### src/hw/rstc_map.vh
// Constants for the reset source controller: register indices,
// field codes, reset values and timing counts.
// Assumes a 20 MHz system clock on mclk_in.
`ifndef RSTC_MAP_VH
`define RSTC_MAP_VH

// Timing
`define RSTC_CLK_NS          50
`define RSTC_RELEASE_NS      50000000
`define RSTC_RELEASE_CYC     ((`RSTC_RELEASE_NS + `RSTC_CLK_NS - 1) / `RSTC_CLK_NS)
`define RSTC_BOR_MIN_NS      1000
`define RSTC_BOR_MIN_CYC     ((`RSTC_BOR_MIN_NS + `RSTC_CLK_NS - 1) / `RSTC_CLK_NS)
`define RSTC_WAKE_CYC        16
`define RSTC_FAULT_EDGES     3

// Register indices on the register port
`define RSTC_IDX_PIN_SEL     4'h0
`define RSTC_IDX_WDT_CTRL    4'h1
`define RSTC_IDX_WDT_PER     4'h2
`define RSTC_IDX_STATUS      4'h3
`define RSTC_IDX_INTERRUPT_CTRL0       4'h4
`define RSTC_IDX_TIMER0_CTRL       4'h5
`define RSTC_IDX_PA_DATA     4'h6
`define RSTC_IDX_PA_DIR      4'h7
`define RSTC_IDX_PA_PU       4'h8
`define RSTC_IDX_PA_WU       4'h9
`define RSTC_IDX_MP0         4'ha
`define RSTC_IDX_MP1         4'hb

// Field codes
`define RSTC_PIN_CODE_IO     5'h00
`define RSTC_PIN_CODE_RST    5'h15
`define RSTC_WDT_CODE_ON     6'h00
`define RSTC_WDT_CODE_OFF    6'h2d

// Status flag positions
`define RSTC_TO_BIT          5
`define RSTC_PDF_BIT         4

// Reset values
`define RSTC_RST_PIN_SEL     5'h00
`define RSTC_RST_WDT_CTRL    8'h00
`define RSTC_RST_WDT_PER     3'h7
`define RSTC_RST_INTERRUPT_CTRL0       8'h00
`define RSTC_RST_TIMER0_CTRL       8'h08
`define RSTC_RST_PA_DATA     8'hff
`define RSTC_RST_PA_DIR      8'hff
`define RSTC_RST_PA_PU       8'h00
`define RSTC_RST_PA_WU       8'h00
`define RSTC_RST_MP          8'h80
`define RSTC_MP_TOP_BIT      7

`endif

### src/hw/rstc_sync.v
// Two-stage synchroniser for the release of the power-on reset.
// Assumes nrst_in is asynchronous; output asserts on mclk_in.
`timescale 1ns/10ps
`default_nettype none
module rstc_sync (
  input  wire mclk_in,
  input  wire nrst_in,
  output wire ready_out
);
  reg [1:0] sync_q;

  // Only the second stage is read
  always @(posedge mclk_in or negedge nrst_in) begin
    if (!nrst_in) begin
      sync_q <= 2'b00;
    end else begin
      sync_q <= {sync_q[0], 1'b1};
    end
  end

  assign ready_out = sync_q[1];
endmodule // rstc_sync
`default_nettype wire

### src/hw/rstc_count.v
// Saturating persistence counter: done once inc_in has been seen LIMIT
// times without an intervening clear. Assumes one clock domain.
`timescale 1ns/10ps
`default_nettype none
module rstc_count #(
  parameter         W     = 8,
  parameter [W-1:0] LIMIT = 8'd3
) (
  input  wire mclk_in,
  input  wire nrst_in,
  input  wire clr_in,
  input  wire inc_in,
  output wire done_out
);
  reg [W-1:0] cnt_q;

  always @(posedge mclk_in or negedge nrst_in) begin
    if (!nrst_in) begin
      cnt_q <= {W{1'b0}};
    end else if (clr_in) begin
      cnt_q <= {W{1'b0}};
    end else if (inc_in && cnt_q != LIMIT) begin
      cnt_q <= cnt_q + {{(W-1){1'b0}}, 1'b1};
    end
  end

  assign done_out = (cnt_q == LIMIT);
endmodule // rstc_count
`default_nettype wire

### src/hw/rstc_ctrl.v
// Reset source controller: merges power-on, pin, brownout, code-fault
// and watchdog resets, keeps the flags and holds the reset registers.
// Assumes inputs other than nrst_in synchronous to mclk_in; slow RC level is sampled.
//
// Summary of operation
// - Pin reset while running zeroes program counter; fetch restarts there after release.
// - Pin select code 00000 plain I/O, 10101 reset input, others reset.
// - Invalid pin select code causes reset within 2 to 3 slow RC cycles.
// - Brownout on while awake; resets only when low supply outlasts minimum time.
// - Brownout detection disabled while the device sleeps.
// - Normal-mode watchdog expiry acts as pin reset and sets expiry flag.
// - Sleep-mode watchdog expiry clears PC, stack and watchdog, sets pointer bit 7 and expiry flag.
// - Sleep watchdog wake waits 16 system clocks when fast RC clocks.
// - Power-on clears both flags; brownout and pin reset while running keep; watchdog sets per mode.
// - Cold reset zeroes PC, disables interrupts, restarts watchdog, stops timer, inputs.
// - Cold resets set port data/direction ones, clear pullup, wake, pin select.
// - Cold resets load period 111, timer control 08, clear interrupt, watchdog.
// - Every reset sets pointer bit 7; PC low byte always cleared.
// - Pin reset while halted clears expiry, sets powerdown; timer count untouched.
// - Core held inactive an extra release delay after source goes away.
// - Watchdog code 101101 disables, 000000 enables, others cause reset.
`timescale 1ns/10ps
`default_nettype none
`include "rstc_map.vh"
module rstc_ctrl #(
  parameter RELEASE_CYC = `RSTC_RELEASE_CYC,
  parameter DW          = 20
) (
  input  wire       mclk_in,
  input  wire       nrst_in,
  input  wire       external_rst_n_in,
  input  wire       brownout_low_in,
  input  wire       slow_rc_osc_in,
  input  wire       fast_rc_sel_in,
  input  wire       sleep_in,
  input  wire       wdt_timeout_in,
  input  wire       reg_wr_in,
  input  wire [3:0] reg_addr_in,
  input  wire [7:0] reg_wdata_in,
  output reg  [7:0] reg_rdata_out,
  output wire       core_reset_out,
  output wire       pc_clear_out,
  output wire       sp_reset_out,
  output wire       warm_reset_out,
  output wire       wdt_clear_out,
  output wire       timer_prescaler_clr_out,
  output wire       pin_is_io_out,
  output wire       pin_is_reset_out,
  output wire       wdt_enabled_out,
  output wire       watchdog_expiry_flag_out,
  output wire       powerdown_flag_out,
  output wire [7:0] watchdog_control_out,
  output wire [2:0] watchdog_period_sel_out,
  output wire [7:0] interrupt_ctrl0_out,
  output wire [7:0] timer0_ctrl_out,
  output wire [7:0] port_a_data_out,
  output wire [7:0] port_a_direction_out,
  output wire [7:0] port_a_pullup_out,
  output wire [7:0] port_a_wake_enable_out,
  output wire [7:0] mem_pointer0_out,
  output wire [7:0] mem_pointer1_out
);
  localparam [1:0] ST_RUN   = 2'd0;
  localparam [1:0] ST_HOLD  = 2'd1;
  localparam [1:0] ST_DELAY = 2'd2;
  localparam [1:0] ST_WARM  = 2'd3;

  localparam [2:0] CA_POR   = 3'd0;
  localparam [2:0] CA_PIN   = 3'd1;
  localparam [2:0] CA_BOR   = 3'd2;
  localparam [2:0] CA_WDT   = 3'd3;
  localparam [2:0] CA_CODE  = 3'd4;

  localparam integer  REL_I     = RELEASE_CYC - 1;
  localparam integer  WAKE_I    = `RSTC_WAKE_CYC - 1;
  localparam integer  BOR_I     = `RSTC_BOR_MIN_CYC;
  localparam integer  FLT_I     = `RSTC_FAULT_EDGES;
  localparam [DW-1:0] REL_LAST  = REL_I[DW-1:0];
  localparam [4:0]    WAKE_LAST = WAKE_I[4:0];

  reg  [1:0]    state_q;
  reg  [2:0]    cause_q;
  reg  [DW-1:0] dly_q;
  reg  [4:0]    wake_q;
  reg           slow_q;
  reg           to_q;
  reg           pdf_q;
  reg  [4:0]    pin_sel_q;
  reg  [7:0]    wdt_ctrl_q;
  reg  [2:0]    wdt_per_q;
  reg  [7:0]    intc_q;
  reg  [7:0]    tmr_ctrl_q;
  reg  [7:0]    pa_data_q;
  reg  [7:0]    pa_dir_q;
  reg  [7:0]    pa_pu_q;
  reg  [7:0]    pa_wu_q;
  reg  [7:0]    mp0_q;
  reg  [7:0]    mp1_q;
  reg           pulse_q;

  wire          por_ready;
  wire          bor_fire;
  wire          fault_fire;
  wire          pin_mode_rst;
  wire          pin_code_bad;
  wire          wdt_code_bad;
  wire          code_bad;
  wire          pin_fire;
  wire          slow_rise;
  wire          wdt_cold;
  wire          wdt_warm;
  wire          cold_src;
  wire          in_reset;
  wire          cold_load;

  // Deassertion of the power-on reset nrst_in is synchronised to the system clock
  rstc_sync u_sync (
    .mclk_in   (mclk_in),
    .nrst_in   (nrst_in),
    .ready_out (por_ready)
  );

  // Supply must stay low for the whole minimum time; sleep disarms it
  rstc_count #(
    .W     (8),
    .LIMIT (BOR_I[7:0])
  ) u_bor (
    .mclk_in  (mclk_in),
    .nrst_in  (nrst_in),
    .clr_in   (!brownout_low_in || sleep_in),
    .inc_in   (brownout_low_in),
    .done_out (bor_fire)
  );

  // Counting slow RC edges bounds the delay to 2..3 slow periods
  rstc_count #(
    .W     (2),
    .LIMIT (FLT_I[1:0])
  ) u_fault (
    .mclk_in  (mclk_in),
    .nrst_in  (nrst_in),
    .clr_in   (!code_bad),
    .inc_in   (slow_rise),
    .done_out (fault_fire)
  );

  assign pin_mode_rst = (pin_sel_q == `RSTC_PIN_CODE_RST);
  assign pin_code_bad = !pin_mode_rst && (pin_sel_q != `RSTC_PIN_CODE_IO);
  assign wdt_code_bad = (wdt_ctrl_q[5:0] != `RSTC_WDT_CODE_ON) &&
                        (wdt_ctrl_q[5:0] != `RSTC_WDT_CODE_OFF);
  assign code_bad     = pin_code_bad || wdt_code_bad;
  assign slow_rise    = slow_rc_osc_in && !slow_q;
  assign pin_fire     = pin_mode_rst && !external_rst_n_in;
  assign wdt_cold     = wdt_timeout_in && !sleep_in;
  assign wdt_warm     = wdt_timeout_in && sleep_in;
  assign cold_src     = pin_fire || bor_fire || fault_fire || wdt_cold;
  assign in_reset     = (state_q != ST_RUN);
  assign cold_load    = (state_q == ST_HOLD);

  // Reset sequencer
  always @(posedge mclk_in or negedge nrst_in) begin
    if (!nrst_in) begin
      state_q <= ST_HOLD;
      cause_q <= CA_POR;
      dly_q   <= {DW{1'b0}};
      wake_q  <= 5'd0;
      slow_q  <= 1'b0;
      pulse_q <= 1'b0;
    end else begin
      slow_q  <= slow_rc_osc_in;
      pulse_q <= 1'b0;
      if (cold_src && state_q != ST_HOLD) begin
        state_q <= ST_HOLD;
        pulse_q <= 1'b1;
        if (pin_fire) begin
          cause_q <= CA_PIN;
        end else if (wdt_cold) begin
          cause_q <= CA_WDT;
        end else if (bor_fire) begin
          cause_q <= CA_BOR;
        end else begin
          cause_q <= CA_CODE;
        end
      end else begin
        case (state_q)
          ST_RUN: begin
            if (wdt_warm) begin
              state_q <= ST_WARM;
              wake_q  <= 5'd0;
              pulse_q <= 1'b1;
            end
          end
          ST_HOLD: begin
            // Pin cause waits for the pin itself, since the select clears
            dly_q <= {DW{1'b0}};
            if (por_ready && !bor_fire &&
                !(cause_q == CA_PIN && !external_rst_n_in)) begin
              state_q <= ST_DELAY;
            end
          end
          ST_DELAY: begin
            if (dly_q == REL_LAST) begin
              state_q <= ST_RUN;
            end else begin
              dly_q <= dly_q + {{(DW-1){1'b0}}, 1'b1};
            end
          end
          ST_WARM: begin
            if (!fast_rc_sel_in || wake_q == WAKE_LAST) begin
              state_q <= ST_RUN;
            end else begin
              wake_q <= wake_q + 5'd1;
            end
          end
          default: begin
            state_q <= ST_HOLD;
          end
        endcase
      end
    end
  end

  // Reset flags
  always @(posedge mclk_in or negedge nrst_in) begin
    if (!nrst_in) begin
      to_q  <= 1'b0;
      pdf_q <= 1'b0;
    end else if (cold_src && state_q != ST_HOLD) begin
      if (wdt_cold) begin
        to_q <= 1'b1;
      end else if (pin_fire && sleep_in) begin
        to_q  <= 1'b0;
        pdf_q <= 1'b1;
      end
    end else if (state_q == ST_RUN && wdt_warm) begin
      to_q  <= 1'b1;
      pdf_q <= 1'b1;
    end
  end

  // Register bank; cold reset reloads, warm reset only sets pointer bit 7
  always @(posedge mclk_in or negedge nrst_in) begin
    if (!nrst_in) begin
      pin_sel_q  <= `RSTC_RST_PIN_SEL;
      wdt_ctrl_q <= `RSTC_RST_WDT_CTRL;
      wdt_per_q  <= `RSTC_RST_WDT_PER;
      intc_q     <= `RSTC_RST_INTERRUPT_CTRL0;
      tmr_ctrl_q <= `RSTC_RST_TIMER0_CTRL;
      pa_data_q  <= `RSTC_RST_PA_DATA;
      pa_dir_q   <= `RSTC_RST_PA_DIR;
      pa_pu_q    <= `RSTC_RST_PA_PU;
      pa_wu_q    <= `RSTC_RST_PA_WU;
      mp0_q      <= `RSTC_RST_MP;
      mp1_q      <= `RSTC_RST_MP;
    end else if (cold_load) begin
      pin_sel_q  <= `RSTC_RST_PIN_SEL;
      pa_data_q  <= `RSTC_RST_PA_DATA;
      pa_dir_q   <= `RSTC_RST_PA_DIR;
      pa_pu_q    <= `RSTC_RST_PA_PU;
      pa_wu_q    <= `RSTC_RST_PA_WU;
      wdt_ctrl_q <= `RSTC_RST_WDT_CTRL;
      wdt_per_q  <= `RSTC_RST_WDT_PER;
      intc_q     <= `RSTC_RST_INTERRUPT_CTRL0;
      tmr_ctrl_q <= `RSTC_RST_TIMER0_CTRL;
      mp0_q[`RSTC_MP_TOP_BIT] <= 1'b1;
      mp1_q[`RSTC_MP_TOP_BIT] <= 1'b1;
    end else if (state_q == ST_WARM) begin
      mp0_q[`RSTC_MP_TOP_BIT] <= 1'b1;
      mp1_q[`RSTC_MP_TOP_BIT] <= 1'b1;
    end else if (reg_wr_in && !in_reset) begin
      case (reg_addr_in)
        `RSTC_IDX_PIN_SEL:  pin_sel_q  <= reg_wdata_in[4:0];
        `RSTC_IDX_WDT_CTRL: wdt_ctrl_q <= reg_wdata_in;
        `RSTC_IDX_WDT_PER:  wdt_per_q  <= reg_wdata_in[2:0];
        `RSTC_IDX_INTERRUPT_CTRL0:    intc_q     <= reg_wdata_in;
        `RSTC_IDX_TIMER0_CTRL:    tmr_ctrl_q <= reg_wdata_in;
        `RSTC_IDX_PA_DATA:  pa_data_q  <= reg_wdata_in;
        `RSTC_IDX_PA_DIR:   pa_dir_q   <= reg_wdata_in;
        `RSTC_IDX_PA_PU:    pa_pu_q    <= reg_wdata_in;
        `RSTC_IDX_PA_WU:    pa_wu_q    <= reg_wdata_in;
        `RSTC_IDX_MP0:      mp0_q      <= reg_wdata_in;
        `RSTC_IDX_MP1:      mp1_q      <= reg_wdata_in;
        default: begin
        end
      endcase
    end
  end

  // Registered read-back; unmapped indices read zero
  always @(posedge mclk_in or negedge nrst_in) begin
    if (!nrst_in) begin
      reg_rdata_out <= 8'h00;
    end else begin
      case (reg_addr_in)
        `RSTC_IDX_PIN_SEL:  reg_rdata_out <= {3'h0, pin_sel_q};
        `RSTC_IDX_WDT_CTRL: reg_rdata_out <= wdt_ctrl_q;
        `RSTC_IDX_WDT_PER:  reg_rdata_out <= {5'h00, wdt_per_q};
        `RSTC_IDX_STATUS:   reg_rdata_out <= {2'h0, to_q, pdf_q, 4'h0};
        `RSTC_IDX_INTERRUPT_CTRL0:    reg_rdata_out <= intc_q;
        `RSTC_IDX_TIMER0_CTRL:    reg_rdata_out <= tmr_ctrl_q;
        `RSTC_IDX_PA_DATA:  reg_rdata_out <= pa_data_q;
        `RSTC_IDX_PA_DIR:   reg_rdata_out <= pa_dir_q;
        `RSTC_IDX_PA_PU:    reg_rdata_out <= pa_pu_q;
        `RSTC_IDX_PA_WU:    reg_rdata_out <= pa_wu_q;
        `RSTC_IDX_MP0:      reg_rdata_out <= mp0_q;
        `RSTC_IDX_MP1:      reg_rdata_out <= mp1_q;
        default:            reg_rdata_out <= 8'h00;
      endcase
    end
  end

  // Core sees reset for the whole sequence, warm wake included
  assign core_reset_out          = in_reset;
  assign pc_clear_out            = in_reset;
  assign sp_reset_out            = in_reset;
  assign warm_reset_out          = (state_q == ST_WARM);
  assign wdt_clear_out           = pulse_q || cold_load;
  assign timer_prescaler_clr_out = cold_load;
  assign pin_is_io_out           = (pin_sel_q == `RSTC_PIN_CODE_IO);
  assign pin_is_reset_out        = pin_mode_rst;
  assign wdt_enabled_out         = (wdt_ctrl_q[5:0] != `RSTC_WDT_CODE_OFF);
  assign watchdog_expiry_flag_out = to_q;
  assign powerdown_flag_out      = pdf_q;
  assign watchdog_control_out    = wdt_ctrl_q;
  assign watchdog_period_sel_out = wdt_per_q;
  assign interrupt_ctrl0_out     = intc_q;
  assign timer0_ctrl_out         = tmr_ctrl_q;
  assign port_a_data_out         = pa_data_q;
  assign port_a_direction_out    = pa_dir_q;
  assign port_a_pullup_out       = pa_pu_q;
  assign port_a_wake_enable_out  = pa_wu_q;
  assign mem_pointer0_out        = mp0_q;
  assign mem_pointer1_out        = mp1_q;
endmodule // rstc_ctrl
`default_nettype wire

### config.mk
export PLATFORM = sky130hd
export DESIGN_NAME = rstc_ctrl
export DESIGN_NICKNAME = d
export VERILOG_FILES = /design/src/hw/rstc_sync.v /design/src/hw/rstc_count.v /design/src/hw/rstc_ctrl.v
export VERILOG_INCLUDE_DIRS = /design/src /design/src/hw
export SDC_FILE = /design/constraint.sdc
export NUM_CORES = 1
export LEC_CHECK = 0
export ABC_AREA = 1
export BUFFER_PORTS_ARGS = -buffer_cell sky130_fd_sc_hd__clkbuf_2
export CELL_PAD_IN_SITES_DETAIL_PLACEMENT = 0
export CELL_PAD_IN_SITES_GLOBAL_PLACEMENT = 1
export CORE_ASPECT_RATIO = 1.1
export CORE_MARGIN = 2
export CORE_UTILIZATION = 30
export DETAILED_ROUTE_END_ITERATION = 8
export PLACE_DENSITY_LB_ADDON = 0.1
export SYNTH_ARGS = -nofsm -noshare
export SYNTH_HDL_FRONTEND = slang
export SYNTH_SLANG_ARGS = --single-unit
### constraint.sdc
create_clock -name mclk_in -period 3.62 [get_ports mclk_in]
set_clock_uncertainty 0.15 [all_clocks]
set_input_delay 0.724 -clock mclk_in [delete_from_list [all_inputs] [get_ports mclk_in]]
set_output_delay 0.724 -clock mclk_in [all_outputs]
set_load 0.01 [all_outputs]
* After elaboration in Yosys (flattened, before gate mapping)
Index checks and enable logic that the tools add are counted. W data, S select, Z words.
Operators by class: $add $sub $neg 4, $mul 0, div/mod/pow operators 0, magnitude comparators 0, equal/unequal tests 36, shift operators 0, multiplexer cells 73, bitwise gates (word level) 3, reductions and logical operators 72
Operators with widths (count):
- $mux W8 | 34
- $pmux W8 S12 | 1
- $pmux W20 S2 | 1
- $reduce_and A3 Y1 | 11
- $mux W5 | 6
- $reduce_bool A2 Y1 | 15
- $mux W3 | 7
- $add A20 B1 Y20 const B | 1
- $eq A20 B20 Y1 const B | 1
- $mux W20 | 1
- $eq A4 B3 Y1 const B | 4
- $eq A4 B4 Y1 const B | 4
- $reduce_and A4 Y1 | 4
- $logic_and A1 B1 Y1 | 15
- $mux W1 | 14
- $mux W2 | 7
- $ne A2 B2 Y1 const B | 5
- $pmux W5 S2 | 1
- $logic_not A1 Y1 | 9
- $reduce_bool A3 Y1 | 3
- $add A8 B1 Y8 const B | 1
- $eq A4 B2 Y1 const B | 2
- $eq A8 B5 Y1 const B | 1
- $ne A2 B1 Y1 const B | 4
- 22 further kinds | 36
Storage, ports and cells: bits in registers 134, bits in latches 0, bits in writable memories 0, bits in read-only memories 0, output and inout port bits 94, memories 0

* Logic depth before layout (Yosys ltp)
depth after elaboration 8, mapped depth 12, depth with buffers taken out 12

* Cells and area by module
A second synthesis with hierarchy kept.
Unflattened totals: cell total of the unflattened synthesis 880, area total of the unflattened synthesis 6988.0 um2
By module, submodules not included:
- rstc_ctrl | instances 1, cells each 781, area an instance 6248.5 um2
- rstc_count at u_bor | instances 1, cells each 83, area an instance 579.3 um2
- rstc_count at u_fault | instances 1, cells each 13, area an instance 106.4 um2
- rstc_sync | instances 1, cells each 3, area an instance 53.8 um2

* Worst setup path after synthesis
No wires, ideal clock.
path kind reg2out, from register state_q[0], to output wdt_clear_out, data arrival time 1.383 ns, required time 2.746 ns, path slack 1.363 ns, cell stages (with the launch flop) 5, cells stage by stage dfstp_2 ha_1 buf_2 clkbuf_1 or2_2
On the way: cells in the longest elaborated chain, start to end 2
RTL lines:
- from (decl) | RTL line rstc_ctrl.v:81 | reg [1:0] state_q;
- from (signal assigned) | RTL line rstc_ctrl.v:163 | state_q <= ST_HOLD;
- from (signal assigned) | RTL line rstc_ctrl.v:173 | state_q <= ST_HOLD;
- from (signal assigned) | RTL line rstc_ctrl.v:188 | state_q <= ST_WARM;
- $eq A2 B1 Y1 | RTL line rstc_ctrl.v:158 | assign cold_load = (state_q == ST_HOLD);
- net timer_prescaler_clr_out | RTL line rstc_ctrl.v:46 | output wire timer_prescaler_clr_out,
- $logic_or A1 B1 Y1 | RTL line rstc_ctrl.v:317 | assign wdt_clear_out = pulse_q || cold_load;
- to (decl) | RTL line rstc_ctrl.v:45 | output wire wdt_clear_out,
The timed path passes the listed nets, and every way through them passes these cells.

* Worst setup path after layout
from register state_q[1], to output wdt_clear_out
On the way: cells in the longest elaborated chain, start to end 2
RTL lines (RTL line):
- $eq A2 B1 Y1 | rstc_ctrl.v:158
- $logic_or A1 B1 Y1 | rstc_ctrl.v:317
Every way passes these cells.

==> summary.md <==
| Metric | Value |
|---|---|
| Min Tclk post-route | 2.62 ns |
| Tot GR Track Use | 0.194 |
| Most flops, register | dly_q |
| Final hold violation count | 0 |
| Met1 Use GR | 0.257 |
| P_sw | 0.00275 W |
| Final #Nets | 1021 |
| Largest net degree at the start of global routing | 63 |
| Starting Density | 0.305 |
| Drt first pass iters | 5 |
| Post-synth EDFFs | 0 |
| RSZ-0062 raised after global routing | no |
| Die span in x | 147 um |
| CP max FO | 15 |
| IO Port Bufs | 114 |
| Yosys warns | 0 |
| HPWL Detailed | 16700 um |
| Vias in the first global route | 5931 |
| Die height | 161 um |
| Core ar. | 22000 sq um |
| Static Leak | 4.07 nW |
| Routed via count | 6053 |
| Max reg flops | 20 |
| Sequential element share of the synthesized area | 0.504 |
| CP Data Arrival Time | 1.75 ns |
| Area added between synthesis and finish | 23.0% |
| Number of distinct library cells after synthesis | 38 |
| GR Util met3 | 0.0318 |
| CP Launch Type | flip-flop |
| TritonCTS buffer count | 17 |
| Max-Cap Viols | 0 |
| Setup CP Type | flip-flop to output port |
| N_diodes | 0 |
| Number of routed nets with antenna violations | 0 |
| Final Non-Filler Cells | 1297 |
| Fin crit share | 0.724 |
| Power Dens Cells | 823 nW/um^2 |
| Slew HR | 0.347 |
| Reg power frac | 0.374 |
| Top_reg_cell synth | dfrtp_1 |
| Status | finished, final reports clean |
| Final WL | 22300 um |
| RD Place Congestion | 0.794 |
| Crit. End Element | output port |
| Post-Syn Area per Cell | 7.72 sq um |
| WL/cell | 17.2 um |
| Post-synth top area share | 0.414 |
| Clk Latency, worst-skew pair | 0.42 ns |
| Syn Inst Count | 869 |
| Share of cells above drive strength 1 | 0.187 |
| GRT met2 Usage | 0.329 |
| Die area | 23600 sq um |
| Most frequent cell after synthesis | nand2_1 |
| Synth top area cells | dfrtp_1 41%, nand2_1 17%, dfstp_2 9.0% |
| Hold/Removal Path Class | primary input to async pin |
| Total Neg Setup Slack | 0 ns |
| H-tree depth | 4 |
| Hold-fix buffers at CTS | 0 |
| Iteration-0 DRC Markers | 315 |
| Num ports | 115 |
| Post_cts resized | 0 |
| Syn_nets | 900 |
| GRT overflow | 0 |
| Fraction of registers with async set/reset | 1.00 |
| Internal | 0.00405 W |
| Worst-path clk slew | 0.06 ns |
| CTS max path bufs | 2 |
| Setup-failing EPs final | 0 |
| Post-CTS Setup Repair Bufs | 0 |
| Row cnt | 57 |
| Area of the mapped netlist | 6710 sq um |
| First-pass GRT wire length | 34900 um |
| Worst-Margin Slew | 0.973 ns |
| Power share of the clock group | 0.283 |
| Post-synth top cells | 300 x nand2_1, 111 x dfrtp_1, 96 x o21ai_0 |
| Most Crowded Layer GR | met2 |
| Data required, critical path | 2.75 ns |
| Placed Cells | 1266 |
| Post-synth top area cell | dfrtp_1 |
| Drt drc | 0 |
| Switching Share | 0.404 |
| Root cell of the clock tree | clkbuf_16 |
| Max VDD drop | 0.298 mV |
| Max-slew violations | 0 |
| Max Clock Freq | 381 MHz |
| Clock net sink count | 134 |
| Initial antenna violation count | 0 |
| Flops & latches, synth | 134 |
| Logic pwr share | 0.343 |
| CTS tree | done |
| Drt via density | 4.67 |
==> layout make-up <==
cell class	instances	area, sq um
tap	295	369
fill	2334	13800
multi-input combinational	629	2890
timing repair buffer	124	664
sequential	134	3380
clock inverter	12	204
inverter	84	315
clock buffer	19	433
==> cells in the final DEF, fill, tap and decap left out, drive strengths merged <==
| master | instances |
|---|---|
| nor2 | 94 |
| o22ai | 5 |
| o2bb2ai | 1 |
| buf | 11 |
| nor3b | 1 |
| o31ai | 1 |
| a31oi | 4 |
| clkinv | 4 |
| a21oi | 8 |
| o211ai | 1 |
| a221oi | 3 |
| bufinv | 5 |
| nand4 | 10 |
| conb | 1 |
| nand3 | 50 |
| a211oi | 7 |
| clkinvlp | 3 |
| inv | 84 |
| or2 | 3 |
| o2111a | 1 |
| dfrtp | 111 |
| ha | 10 |
| nand2 | 301 |
| a22o | 2 |
| clkbuf | 132 |
| o21ai | 103 |
| nor3 | 6 |
| a22oi | 1 |
| xnor2 | 5 |
| dfstp | 23 |
| nor4 | 3 |
| xor2 | 8 |
==> routing by layer <==
layer | vias up | wire (um)
met4 | 0 | 338
met1 | 2857 | 10200
met3 | 21 | 803
met5 | - | 0
li1 | 3038 | -
met2 | 137 | 11000
==> logic make-up (layout without fill, tap and decap cells) <==
group | Yosys count | after routing | synth area share
simple gates | 468 | 468 | 0.280
compound gates | 137 | 137 | 0.115
flops | 134 | 134 | 0.504
buf+inv | 106 | 239 | 0.0656
xor+xnor | 13 | 13 | 0.0170
fa+ha+maj | 10 | 10 | 0.0186
other cells | 1 | 1 | 0.000559
==> power groups by stage <==
stage | registers (W) | clock network, W | logic, W
2_1_floorplan | 0.00257 | 0 | 0.00127
3_3_place_gp | 0.00258 | 0 | 0.00235
3_5_place_dp | 0.00256 | 0 | 0.00237
4_1_cts | 0.00255 | 0.00196 | 0.00238
5_1_grt | 0.00260 | 0.00203 | 0.00263
6_report | 0.00254 | 0.00192 | 0.00233
==> final timing paths <==
path	slack [ns]	end	from	depth (start not counted)
max reg2reg	1.20	timer0_ctrl_out[3]	state_q[0]	5
max in group asynchronous	2.46	port_a_data_out[7]	nrst_in	2
min	0.14	u_bor.cnt_q[4]	nrst_in	1
max	1.0	wdt_clear_out	state_q[1]	5
min in group mclk_in	0.21	u_sync.sync_q[1]	u_sync.sync_q[0]	0
min reg2reg	0.21	u_sync.sync_q[1]	u_sync.sync_q[0]	0
==> metrics by stage <==
step                      total power [W]  cell area, sq um  worst slack, ns  utilization  hold WS (ns)
after floorplan                   0.00385              6710             1.36            -         0.181
after global placement            0.00493              7620            0.945        0.346         0.183
after detailed placement          0.00493              7620            0.848        0.346         0.198
after CTS                         0.00688              8260            0.971        0.375         0.158
after global routing              0.00726              8260            0.898        0.375         0.168
final                             0.00680              8260            0.998        0.375         0.136
==> worst max-delay path, stage by stage (launching register included) <==
cell and delay (ns):
dfrtp_1 0.39, inv_1 0.08, ha_1 0.20, buf_4 0.22, or2_2 0.31, clkbuf_2 0.13
(Power assumes the default switching activity.)
